[config.mk]
export PLATFORM = sky130hd
export DESIGN_NAME = dch_top
export DESIGN_NICKNAME = d
export VERILOG_FILES = /design/src/hw/dch_pkg.sv /design/src/hw/dch_top.sv
export SDC_FILE = /design/constraint.sdc
export NUM_CORES = 1
export LEC_CHECK = 0
export BUFFER_PORTS_ARGS = -buffer_cell sky130_fd_sc_hd__buf_2
export CORE_MARGIN = 4
export CORE_UTILIZATION = 40
export DETAILED_ROUTE_END_ITERATION = 6
export SLEW_MARGIN = 40
export SYNTH_ARGS = -nofsm -noshare
export SYNTH_HDL_FRONTEND = slang
export SYNTH_SLANG_ARGS = --single-unit
[constraint.sdc]
create_clock -name sys_clk -period 5.2 [get_ports sys_clk]
set_input_delay 0.52 -clock sys_clk [delete_from_list [all_inputs] [get_ports sys_clk]]
set_output_delay 0.52 -clock sys_clk [all_outputs]
set_load 0.1 [all_outputs]
[src/hw/dch_pkg.sv]
// Shared constants and types for the debug command handler.
// Assumes one 200 MHz system clock and byte-wide link and memory ports.
package dch_pkg;

    // ----------------------------------------------------------------
    // Command codes and fixed answers
    // ----------------------------------------------------------------
    localparam logic [7:0] CMD_RD_DMEM = 8'h0d;
    localparam logic [7:0] CMD_PM_CRC = 8'h0e;
    localparam logic [7:0] CMD_STEP = 8'h10;
    localparam logic [7:0] CMD_STUFF = 8'h11;
    localparam logic [7:0] CMD_EXEC = 8'h12;
    localparam logic [7:0] BLOCKED_BYTE = 8'hff;
    localparam logic [15:0] BLOCKED_CRC = 16'hffff;

    // ----------------------------------------------------------------
    // Operand counts, sizes and CRC settings
    // ----------------------------------------------------------------
    localparam logic [2:0] RD_OPND_BYTES = 3'h4;
    localparam logic [2:0] STUFF_OPND_BYTES = 3'h1;
    localparam logic [16:0] SIZE_ZERO_COUNT = 17'h10000;
    localparam logic [15:0] CRC_POLY = 16'h1021;
    localparam logic [15:0] CRC_INIT = 16'hffff;
    localparam int PMEM_BYTES_DEF = 65536;
    localparam int FIFO_DEPTH = 4;

    // ----------------------------------------------------------------
    // Instruction byte handed to the processor
    // ----------------------------------------------------------------
    typedef struct packed {
        logic valid;
        logic last;
        logic [7:0] data;
    } dch_exec_t;

    // Handler states, one-hot.
    typedef enum logic [12:0] {
        ST_IDLE = 13'h0001,
        ST_OPND = 13'h0002,
        ST_DREQ = 13'h0004,
        ST_DWAIT = 13'h0008,
        ST_DPUSH = 13'h0010,
        ST_CRC = 13'h0020,
        ST_CRCEND = 13'h0040,
        ST_CRCHI = 13'h0080,
        ST_CRCLO = 13'h0100,
        ST_EXFIRST = 13'h0200,
        ST_EXLEN = 13'h0400,
        ST_EXEC = 13'h0800,
        ST_DISC = 13'h1000
    } dch_state_t;

endpackage : dch_pkg

[src/hw/dch_top.sv]
// Debug command handler: memory read, program CRC, step, stuff, execute.
// Assumes link bytes arrive decoded on sys_clk, at least two cycles apart.
//
// Notes on behaviour
// - Command 0dh takes address then size, high bytes first, returns size bytes.
// - A size of zero means 65536 bytes; other sizes are returned exactly.
// - Outside debug mode every data-memory byte reads back as ffh.
// - Command 0eh returns CRC-CCITT over program memory, upper byte first.
// - Outside debug mode the CRC command answers ffffh.
// - The CRC answer comes roughly one clock per program byte later.
// - Command 10h steps one instruction, ignored if not debug or protected.
// - Command 11h takes an opcode byte and stuffs it, same gating.
// - Command 12h streams a 1 to 7 byte instruction to the processor.
// - Blocked 12h swallows exactly one byte and executes nothing.
// - Read-protect bit low blocks code access; high enables everything in debug mode.
`timescale 1ns/1ps
`default_nettype none

module dch_fifo #(
    parameter int W = 8,
    parameter int D = 4
) (
    // Clock and reset.
    input wire logic sys_clk,
    input wire logic rst,
    // Filling side.
    input wire logic in_valid,
    output logic in_ready,
    input wire logic [W-1:0] in_data,
    // Draining side.
    output logic out_valid,
    input wire logic out_ready,
    output logic [W-1:0] out_data
);
    localparam int AW = (D > 1) ? $clog2(D) : 1;
    localparam logic [AW:0] FULL_COUNT = (AW+1)'(D);
    localparam logic [AW-1:0] LAST_SLOT = AW'(D - 1);

    logic [W-1:0] mem [D];
    logic [AW-1:0] wr_ptr;
    logic [AW-1:0] rd_ptr;
    logic [AW:0] count;

    wire do_push = in_valid & in_ready;
    wire do_pop = out_valid & out_ready;

    assign in_ready = (count != FULL_COUNT);
    assign out_valid = (count != '0);
    assign out_data = mem[rd_ptr];

    function automatic logic [AW-1:0] bump(input logic [AW-1:0] p);
        return (p == LAST_SLOT) ? '0 : p + AW'(1);
    endfunction : bump

    always_ff @(posedge sys_clk)
    begin
        if (do_push)
        begin
            mem[wr_ptr] <= in_data;
        end
    end

    always_ff @(posedge sys_clk)
    begin
        if (rst)
        begin
            wr_ptr <= '0;
            rd_ptr <= '0;
            count <= '0;
        end
        else
        begin
            wr_ptr <= do_push ? bump(wr_ptr) : wr_ptr;
            rd_ptr <= do_pop ? bump(rd_ptr) : rd_ptr;
            count <= count + (AW+1)'(do_push) - (AW+1)'(do_pop);
        end
    end

endmodule : dch_fifo

module dch_top #(
    parameter int PMEM_BYTES = dch_pkg::PMEM_BYTES_DEF
) (
    // Clock and reset.
    input wire logic sys_clk,
    input wire logic rst,
    // Decoded bytes from the debug serial pin.
    input wire logic rx_valid,
    input wire logic [7:0] rx_data,
    // Answer bytes towards the debug serial pin.
    output logic tx_valid,
    input wire logic tx_ready,
    output logic [7:0] tx_data,
    // Debugger status.
    input wire logic debug_mode,
    input wire logic read_protect_bit,
    // Data memory read port, data one cycle after the request.
    output logic dmem_req,
    output logic [15:0] dmem_addr,
    input wire logic [7:0] dmem_rdata,
    // Program memory read port, data one cycle after the request.
    output logic pmem_req,
    output logic [15:0] pmem_addr,
    input wire logic [7:0] pmem_rdata,
    // Processor instruction injection.
    output logic cpu_step,
    output logic cpu_stuff,
    output logic [7:0] cpu_opcode,
    input wire logic [2:0] inst_len,
    output var dch_pkg::dch_exec_t cpu_exec
);
    import dch_pkg::*;

    localparam logic [16:0] PM_LAST = 17'(PMEM_BYTES - 1);

    function automatic logic [15:0] crc_byte(input logic [15:0] c, input logic [7:0] b);
        logic [15:0] r;
        r = c ^ {b, 8'h00};
        for (int i = 0; i < 8; i++)
        begin
            r = r[15] ? ((r << 1) ^ CRC_POLY) : (r << 1);
        end
        return r;
    endfunction : crc_byte

    dch_state_t state;
    dch_state_t next_state;
    logic [7:0] cmd;
    logic [31:0] opnd;
    logic [2:0] ocnt;
    logic [16:0] left;
    logic [7:0] rbyte;
    logic in_dbg;
    logic [16:0] pm_addr;
    logic pm_pend;
    logic [15:0] crc;
    logic [2:0] ex_cnt;
    logic fifo_in_ready;

    // ----------------------------------------------------------------
    // Decoding
    // ----------------------------------------------------------------
    wire exec_ok = debug_mode & read_protect_bit;
    wire idle_take = (state == ST_IDLE) & rx_valid;
    wire opnd_last = (state == ST_OPND) & rx_valid & (ocnt == 3'h1);
    wire [31:0] opnd_full = {opnd[23:0], rx_data};
    wire [16:0] size_cnt = (opnd_full[15:0] == 16'h0000) ? SIZE_ZERO_COUNT
                                                         : {1'b0, opnd_full[15:0]};
    wire fifo_in_valid = (state == ST_DPUSH) | (state == ST_CRCHI) | (state == ST_CRCLO);
    wire [7:0] fifo_in_data = (state == ST_DPUSH) ? rbyte
                            : (state == ST_CRCHI) ? crc[15:8] : crc[7:0];
    wire pushed = fifo_in_valid & fifo_in_ready;

    // ----------------------------------------------------------------
    // Command sequencing
    // ----------------------------------------------------------------
    always_comb
    begin
        next_state = state;
        case (state)
            ST_IDLE:
            begin
                if (rx_valid)
                begin
                    case (rx_data)
                        CMD_RD_DMEM: next_state = ST_OPND;
                        CMD_STUFF: next_state = ST_OPND;
                        CMD_PM_CRC: next_state = exec_ok ? ST_CRC : ST_CRCHI;
                        CMD_EXEC: next_state = exec_ok ? ST_EXFIRST : ST_DISC;
                        default: next_state = ST_IDLE;
                    endcase
                end
            end
            ST_OPND: next_state = opnd_last ? ((cmd == CMD_RD_DMEM) ? ST_DREQ : ST_IDLE)
                                            : ST_OPND;
            ST_DREQ: next_state = ST_DWAIT;
            ST_DWAIT: next_state = ST_DPUSH;
            ST_DPUSH: next_state = !pushed ? ST_DPUSH
                                 : (left == 17'h00001) ? ST_IDLE : ST_DREQ;
            ST_CRC: next_state = (pm_addr == PM_LAST) ? ST_CRCEND : ST_CRC;
            ST_CRCEND: next_state = ST_CRCHI;
            ST_CRCHI: next_state = pushed ? ST_CRCLO : ST_CRCHI;
            ST_CRCLO: next_state = pushed ? ST_IDLE : ST_CRCLO;
            ST_EXFIRST: next_state = rx_valid ? ST_EXLEN : ST_EXFIRST;
            ST_EXLEN: next_state = (inst_len <= 3'h1) ? ST_IDLE : ST_EXEC;
            ST_EXEC: next_state = (rx_valid && ex_cnt == 3'h1) ? ST_IDLE : ST_EXEC;
            ST_DISC: next_state = rx_valid ? ST_IDLE : ST_DISC;
            default: next_state = ST_IDLE;
        endcase
    end

    always_ff @(posedge sys_clk)
    begin
        if (rst)
        begin
            state <= ST_IDLE;
        end
        else
        begin
            state <= next_state;
        end
    end

    // ----------------------------------------------------------------
    // Operand capture and data memory read
    // ----------------------------------------------------------------
    always_ff @(posedge sys_clk)
    begin
        if (rst)
        begin
            cmd <= '0;
            opnd <= '0;
            ocnt <= '0;
            in_dbg <= 1'b0;
        end
        else if (idle_take)
        begin
            cmd <= rx_data;
            ocnt <= (rx_data == CMD_RD_DMEM) ? RD_OPND_BYTES : STUFF_OPND_BYTES;
            in_dbg <= debug_mode;
        end
        else if ((state == ST_OPND) && rx_valid)
        begin
            opnd <= opnd_full;
            ocnt <= ocnt - 3'h1;
        end
    end

    always_ff @(posedge sys_clk)
    begin
        if (rst)
        begin
            dmem_addr <= '0;
            left <= '0;
            rbyte <= '0;
        end
        else if (opnd_last)
        begin
            dmem_addr <= opnd_full[31:16];
            left <= size_cnt;
        end
        else if (state == ST_DWAIT)
        begin
            rbyte <= in_dbg ? dmem_rdata : BLOCKED_BYTE;
        end
        else if (pushed && state == ST_DPUSH)
        begin
            dmem_addr <= dmem_addr + 16'h0001;
            left <= left - 17'h00001;
        end
    end

    assign dmem_req = (state == ST_DREQ) & in_dbg;

    // ----------------------------------------------------------------
    // Program memory CRC
    // ----------------------------------------------------------------
    always_ff @(posedge sys_clk)
    begin
        if (rst)
        begin
            pm_addr <= '0;
            pm_pend <= 1'b0;
            crc <= CRC_INIT;
        end
        else
        begin
            pm_pend <= (state == ST_CRC);
            pm_addr <= (state == ST_CRC) ? pm_addr + 17'h00001 : '0;
            if (idle_take)
            begin
                crc <= exec_ok ? CRC_INIT : BLOCKED_CRC;
            end
            else if (pm_pend)
            begin
                crc <= crc_byte(crc, pmem_rdata);
            end
        end
    end

    assign pmem_req = (state == ST_CRC);
    assign pmem_addr = pm_addr[15:0];

    // ----------------------------------------------------------------
    // Instruction injection
    // ----------------------------------------------------------------
    always_ff @(posedge sys_clk)
    begin
        if (rst)
        begin
            cpu_step <= 1'b0;
            cpu_stuff <= 1'b0;
            cpu_opcode <= '0;
            cpu_exec <= '0;
            ex_cnt <= '0;
        end
        else
        begin
            cpu_step <= idle_take & (rx_data == CMD_STEP) & exec_ok;
            cpu_stuff <= opnd_last & (cmd == CMD_STUFF) & exec_ok;
            cpu_exec <= '0;
            if ((opnd_last && cmd == CMD_STUFF) || (state == ST_EXFIRST && rx_valid))
            begin
                cpu_opcode <= rx_data;
            end
            if (state == ST_EXLEN)
            begin
                cpu_exec <= '{valid: 1'b1, last: (inst_len <= 3'h1), data: cpu_opcode};
                ex_cnt <= inst_len - 3'h1;
            end
            else if (state == ST_EXEC && rx_valid)
            begin
                cpu_exec <= '{valid: 1'b1, last: (ex_cnt == 3'h1), data: rx_data};
                ex_cnt <= ex_cnt - 3'h1;
            end
        end
    end

    // ----------------------------------------------------------------
    // Answer buffer
    // ----------------------------------------------------------------
    dch_fifo #(.W(8), .D(FIFO_DEPTH)) u_tx_fifo (
        .sys_clk(sys_clk),
        .rst(rst),
        .in_valid(fifo_in_valid),
        .in_ready(fifo_in_ready),
        .in_data(fifo_in_data),
        .out_valid(tx_valid),
        .out_ready(tx_ready),
        .out_data(tx_data)
    );

    // ----------------------------------------------------------------
    // Scan length seen by the checks
    // ----------------------------------------------------------------
    // Counts scan cycles, so that a short scan cannot pass as a finished one.
    logic [16:0] scan_cycles;

    always_ff @(posedge sys_clk)
    begin
        if (rst)
        begin
            scan_cycles <= '0;
        end
        else
        begin
            scan_cycles <= (state == ST_CRC) ? scan_cycles + 17'h00001
                         : (state == ST_CRCEND) ? scan_cycles : '0;
        end
    end
endmodule : dch_top

`default_nettype wire

-- Word level (Yosys, flattened, before mapping)
Memory sizes are Yosys's and may differ from the RTL's. A register that Yosys moved wholly into a read port is not among the register bits.
Index checks and enable logic that the tools add are counted.
W data, S select, Z words.
- output and inout bits: 63
- bits in latches: 0
- logic and storage cells: 152
- memories kept: 1
- RAM bits: 32
- bits of input ports: 33
- register bits: 154
- memory bits (read-only): 0
- memory list (name ; depth ; bits a word ; read ports ; clocked after Yosys merged registers in ; write ports ; line ; text):
    u_tx_fifo.mem ; 4 ; 8 ; 1 ; 1 ; 1 ; dch_top.sv:39 ; logic [W-1:0] mem [D];
- divide/modulo/power cells: 0
- equal/unequal tests: 29
- bitwise logic cells: 25
- muxes and demuxes: 47
- multipliers: 0
- order comparisons: 1
- reductions and logical operators: 18
- $add $sub $neg: 10
- shift-type cells: 0
- operator list (cell ; count):
    $pmux W13 S13 ; 1
    $mux W13 ; 11
    $mux W17 ; 4
    $mux W16 ; 3
    $pmux W13 S3 ; 1
    $eq A8 B5 Y1 const B ; 4
    $mux W8 ; 4
    $eq A8 B4 Y1 const B ; 3
    $mux W12 ; 2
    $mux W3 ; 8
    $not A3 Y3 ; 8
    $mux W10 ; 2
    $mux W9 ; 2
    $add A17 B1 Y17 const B ; 1
    $eq A17 B1 Y1 const B ; 1
    $eq A17 B16 Y1 const B ; 1
    $sub A17 B1 Y17 const B ; 1
    $add A16 B1 Y16 const B ; 1
    $logic_not A16 Y1 ; 1
    $xor A16 B16 Y16 ; 1
    $eq A13 B1 Y1 const B ; 1
    $eq A13 B10 Y1 const B ; 1
    $eq A13 B11 Y1 const B ; 1
    $eq A13 B12 Y1 const B ; 1
    32 further kinds ; 66

-- Longest topological paths before layout
Gate-level depths: netlist of the first run.
- depth after elaboration: 17
- mapped depth: 10
- gate-level depth less buffers: 9

-- Cells and area by module
Synthesis of the first run repeated with hierarchy kept, for this count alone.
- cell total of the unflattened synthesis: 987
- area total of the unflattened synthesis: 8956.1 sq um
- by module, submodules not included (module ; cells an instance ; instances ; area an instance (sq um) ; sequential area each (sq um)):
    dch_top ; 896 ; 1 ; 7324.5 ; 2942.8
    dch_fifo ; 91 ; 1 ; 1631.6 ; 1141.1

-- Worst setup path before layout of the first run
No wires, ideal clock.
- path type: reg-to-output
- start point: reg state[1]
- end point: out pmem_req
- stages on the path, launching flop included: 7
- arrival time: 2.513 ns
- data required time: 4.680 ns
- path buffers: 2
- setup slack: 2.167 ns
- path through: dfxtp_1 -> buf_6 -> or4_4 -> or3_1 -> buf_2 -> or4_4 -> inv_1
- word-level cells in the longest chain between the ends: 1
- ends and longest elaborated chain (item ; line ; text):
    start, declared ; dch_top.sv:126 ; dch_state_t state;
    start signal, assigned ; dch_top.sv:200 ; state <= next_state;
    $eq A13 B6 Y1 ; -- ;
    end, declared ; dch_top.sv:102 ; output logic pmem_req,
Every way passes these cells.

-- Worst setup path after layout of the first run
- start point: reg state[12]
- end point: out pmem_req
Same word-level chain as after synthesis.

==> flow_summary.ini, run 1 <==
[run_status]
run_status = finished, final reports clean

[worst_setup_path]
startpoint = state[12]
rrSetupSlack_ns = 2.16
crit_type = reg -> out
startpoint_type = flip-flop
cp-end-kind = output port
worstPathArrival_ns = 3.00
crit_chain = or4_4 > or3_1 > or4_4 > inv_1 > buf_2
endpoint = pmem_req
critPathMostFrequentCell = or4_4
worstRegToRegCells = 5
r2r_start = state[12]
critPathRequiredTime_ns = 4.68
max_stage_delay_ns = 0.61
crit_fanout = 12
r2r_end = u_tx_fifo.mem[2][2]
cp_slowest_cell = or4_4

[yosys]
synth.avg_cell_area_um2 = 8.87
synth_fp_nets = 1069
synth.most_common_cell = dfxtp_1
ys_seq_area_share_pct = 45.3
async_reset_ff_share_pct = 0
synth.area.top_cells = dfxtp_1, edfxtp_1, nand2_1, a21oi_1, nor2_1
synth_common_cells = dfxtp_1, nand2_1, nor2_1
netlist_instances = 1017
yosys.area.top_type = dfxtp_1
ys_warn_count = 0
ys.flop_type = dfxtp_1
synth_edf_count = 32
netlist_area_um2 = 9020
synth_top_area_share_pct = 34.6
yosysUniqueCellTypes = 61
yosys_register_bits = 188

[cts]
htreeDepth = 4
tritoncts = yes
cts.sinks = 188
holdBufCountCts = 0
post-cts-setup-buffer-count = 0
cts_root_buf = clkbuf_16
clk_transition_reported_paths_ns = 0.07
clk_latency_ns = 0.43
cts-resized-gates = 0
cts_inserted_buffers = 17
clockBufferDepth = 2

[layout]
nets = 1117
insertedDiodeCount = 0
drive_above_1_share_pct = 14.7
fin_cells = 1358
area_growth_pct = 12.6
design_area_um2 = 10200

[die]
ios = 96
row_count = 54
die_h_um = 158
dieArea_um2 = 25000
core_area_um2 = 22000
start_util_pct = 41.0
fp.dieW_um = 158

[timing]
clock_skew_ns = 0.0127
tns_ns = 0
rsz0062_at_grt = no
max_freq_ghz = 0.284
setup_violations = 0
post-route-period-util_pct = 67.7
hold_violations = 0
period_needed_ns = 3.52
worstMarginPinSlew_ns = 0.781
drv_slew = 0
slew_headroom_pct = 47.5

[placement]
place_hpwl_mm = 15.3
placedCellCount = 1326
gp_congestion = 0.914
io_buffers = 95
placed_cell_area_um2 = 9560

[detailed_routing]
wl_per_cell_um = 16.4
drcViolationCount = 0
num_vias = 7332
final_antenna_net_count = 0
vias_per_cell = 5.40
first_pass_iters = 5
drt_wl_total_mm = 22.3
drtIter0Drc = 526

[global_routing]
grt_pass1_wl_mm = 35.7
grt_usage_pct = 17.8
grt.met2_usage_pct = 27.5
antenna_found_initial = 0
gr-total-overflow = 0
grtUsageMet1_pct = 25.6
grt_max_degree = 61
grt_pass1_vias = 6708
busiest_layer = met2
grt_use_met3_pct = 2.82

[power_and_ir_drop]
p_leak_nw = 3.75
power.density_nw_per_um2 = 325
vdd_drop_max_uv = 205

[run]
maxCapViolCount = 0

[worst_hold_path]
hp-class = in -> reg
==> layer usage <==
layer  wire length (um)  part of all wire (%)
met5                  0                     0
met4                378                   1.7
met3                948                   4.3
met2              10100                    46
met1              10800                    48
==> worst max-delay path, delay by kind of cell (launching register included) <==
| kind | cells | cell delay [ns] |
|---|---|---|
| and+or+nand+nor | 3 | 1.67 |
| DFF | 1 | 0.41 |
| buffers and inverters | 2 | 0.48 |
==> kinds of logic (layout without fill, tap and decap cells) <==
kind of cell    Yosys count  count (layout)  synth area share (%)
simple gates            433             433                  24.2
flops                   188             188                  45.3
compound gates          175             175                  11.8
buf+inv                 110             171                  5.55
xor+xnor                 59              59                  5.73
mux                      33              33                  4.77
fa+ha+maj                19              19                  2.72
==> cell usage in the layout, fill, tap and decap left out, drive strengths merged, types with 3 or more instances in the layout <==
cell type	n
nand2b	21
edfxtp	32
nand2	152
nand4b	5
clkbuf	17
nor2	75
a21o	5
a22oi	9
a2bb2oi	3
a311oi	9
nor4	25
a21oi	72
o22ai	5
a32oi	3
mux4	8
nor2b	7
clkinv	4
xnor2	31
and3	10
dfxtp	156
nor4b	8
ha	18
inv	44
a31oi	9
and2	6
or3	11
or4	11
o211ai	3
o311ai	3
xor2	28
nand4	20
mux2i	25
buf	104
nor3	34
or2	4
and4	5
nand3	29
nand3b	3
o21ai	34
a211oi	11
==> per-stage QoR <==
step | worst slack [ns] | hold slack (ns) | power [mW] | utilization, %
floorplan | 2.17 | 0.426 | 1.92 | -
global placement | 2.13 | 0.437 | 2.02 | 43.4
detailed placement | 2.13 | 0.445 | 2.02 | 43.4
CTS | 1.66 | 0.331 | 3.34 | 46.1
global route | 1.54 | 0.340 | 3.44 | 46.1
finish | 1.68 | 0.344 | 3.30 | 46.1
==> report_power, final <==
part | switching [mW] | internal [mW] | total, mW
sequential | 0.0332 | 1.50 | 1.53
combinational | 0.329 | 0.123 | 0.452
clock | 0.633 | 0.688 | 1.32
==> flip-flops by register name, summed over array words and instances, names as in the netlist, named ones only <==
name              count
u_tx_fifo.rd_ptr      2
left                 17
cmd                   8
cpu_stuff             1
dmem_addr            16
ocnt                  3
cpu_step              1
u_tx_fifo.count       3
rbyte                 8
pm_addr              17
cpu_exec             10
crc                  16
state                13
ex_cnt                3
opnd                 24
u_tx_fifo.mem        32
cpu_opcode            8
in_dbg                1
pm_pend               1
u_tx_fifo.wr_ptr      2
==> how the worst min path moves through the flow <==
stage | startpoint | end | cells after the start
after floorplan | pm_addr[0] | pm_addr[0] | 1
after global placement | pm_addr[0] | pm_addr[0] | 1
after detailed placement | opnd[20] | opnd[20] | 2
after CTS | debug_mode | in_dbg | 3
after global routing | dmem_rdata[2] | rbyte[2] | 3
final | dmem_rdata[5] | rbyte[5] | 3
==> layout make-up <==
cell class / count / area (um^2)
repair buffers: 104 / 546
clock buffers: 17 / 425
fillers: 2186 / 11900
multi-input cells: 719 / 4460
well taps: 280 / 350
flip-flops and latches: 188 / 4090
inverters: 35 / 131
clock inverters: 15 / 169
(Power assumes the default switching activity.)
==> run 2: changes to the inputs <==
==> constraint.sdc (replaced) <==
create_clock -name sys_clk -period 3.47 [get_ports sys_clk]
set_input_delay 0.347 -clock sys_clk [delete_from_list [all_inputs] [get_ports sys_clk]]
set_output_delay 0.347 -clock sys_clk [all_outputs]
set_load 0.1 [all_outputs]
==> flow_summary.ini, run 2 (synthesized netlist as in run 1, its figures left out) <==
[timing]
hold_violations = 0
tns_ns = 0
holdWs_ns = 0.166
post-route-period-util_pct = 94.5
worstMarginPinSlew_ns = 0.773
max_freq_ghz = 0.305
rsz0062_at_grt = no
slew_headroom_pct = 48.0
setup_violations = 0
period_needed_ns = 3.28
drv_slew = 0
clock_skew_ns = 0.0100

[worst_setup_path]
cp_slowest_cell = or4_4
startpoint = state[12]
crit_fanout = 12
crit_chain = or4_4 > or3_1 > or4_4 > inv_1 > clkbuf_4
cp-end-kind = output port
critPathMostFrequentCell = or4_4
crit_type = reg -> out
startpoint_type = flip-flop
r2r_start = state[12]
critPathRequiredTime_ns = 3.12
worstPathArrival_ns = 2.93
max_stage_delay_ns = 0.62

[die]
fp.dieW_um = 158
core_area_um2 = 22000
row_count = 54
ios = 96
dieArea_um2 = 25000
start_util_pct = 41.0
die_h_um = 158

[cts]
clockBufferDepth = 2
htreeDepth = 4
cts.sinks = 188
clk_transition_reported_paths_ns = 0.08
clk_latency_ns = 0.43
cts_root_buf = clkbuf_16
cts_inserted_buffers = 17
tritoncts = yes

[placement]
gp_congestion = 0.839
io_buffers = 95
placed_cell_area_um2 = 9630
place_hpwl_mm = 15.4

[global_routing]
gr-total-overflow = 0
grt_pass1_vias = 6893
grt_usage_pct = 18.0
grt_pass1_wl_mm = 36.2
grt_max_degree = 67
antenna_found_initial = 0

[detailed_routing]
wl_per_cell_um = 16.2
drtIter0Drc = 538
drt_wl_total_mm = 22.2
vias_per_cell = 5.38
first_pass_iters = 5
drcViolationCount = 0
final_antenna_net_count = 0
num_vias = 7363

[worst_hold_path]
hp-class = in -> reg
min-delay-start = debug_mode

[layout]
largest_reg_flops = 32
fillCellCount = 2163
seqCellArea_um2 = 4090
design_area_um2 = 10200
mostFrequentLayoutCells = dfxtp_1, nand2_1, buf_2
insertedDiodeCount = 0
drive_above_1_share_pct = 15.1
nets = 1127
regMostFlops = u_tx_fifo.mem
area_growth_pct = 13.2
reg_top3 = u_tx_fifo.mem (32), opnd (24)
multi_input_area_um2 = 4450
mostFrequentLayoutCell = dfxtp_1

[power_and_ir_drop]
vdd_drop_max_uv = 289
p_leak_nw = 3.79
power.density_nw_per_um2 = 483

[run_status]
run_status = finished, final reports clean

[run]
maxCapViolCount = 0
-- run 2: changes by cell type in the layout (fill, tap and decap cells not counted), moves of 2 or more --
cell        previous run  this run
nor2_2                 2         0
inv_6                  5         3
buf_4                 10        20
nor2_1                73        75
clkinv_4               3         1
clkinvlp_4             1         3
-- run 2: path summary, 6_finish.rpt --
path	cells past startpoint	slack [ns]	to
setup reg to reg	5	0.41	u_tx_fifo.mem[1][2]
hold / removal	3	0.17	in_dbg
setup / recovery	5	0.19	pmem_req
hold reg to reg	2	0.45	cmd[5]
-- run 2: area by class of cell --
class                      instances  share of cell area (%)
multi-input combinational        719                    43.5
inverter                          35                    1.29
sequential                       188                    40.0
clock inverter                    14                    1.52
clock buffer                      18                    4.20
timing repair buffer             114                    6.10
tap                              280                    3.43
-- run 2: repair_timing --
action	4_1_cts	5_1_grt
setup buffers	0	0
hold buffers	0	0
gates resized for setup	0	1
setup endpoints to repair	0	1
-- run 2: metal layers --
metal | share of wire (%) | global-route usage (%) | up-vias
li1 | - | - | 3700
met1 | 49 | 25.9 | 3460
met2 | 45 | 27.9 | 187
met3 | 5.3 | 3.55 | 16
met4 | 1.4 | 4.71 | 0
met5 | 0 | 0 | -
-- run 2: worst max-delay path, delay by kind of cell (launching register included) --
family | cells | cell delay [ns]
and+or+nand+nor | 3 | 1.69
buffers and inverters | 2 | 0.39
DFF | 1 | 0.41
-- run 2: through the flow --
stage / instances / util (%) / setup slack [ns] / power (mW)
2_1_floorplan: 1017 / - / 0.610 / 2.88
3_3_place_gp: 1336 / 43.7 / 0.554 / 3.03
3_5_place_dp: 1336 / 43.7 / 0.468 / 3.03
4_1_cts: 1368 / 46.4 / 0.0832 / 5.00
5_1_grt: 1368 / 46.4 / 0.0549 / 5.15
6_report: 1368 / 46.4 / 0.192 / 4.94
-- run 2: where the power goes --
| part | internal [mW] | switching (mW) | total [mW] |
|---|---|---|---|
| clock | 1.02 | 0.939 | 1.96 |
| combinational | 0.192 | 0.491 | 0.683 |
| sequential | 2.24 | 0.0518 | 2.29 |
| total | 3.46 | 1.48 | 4.94 |
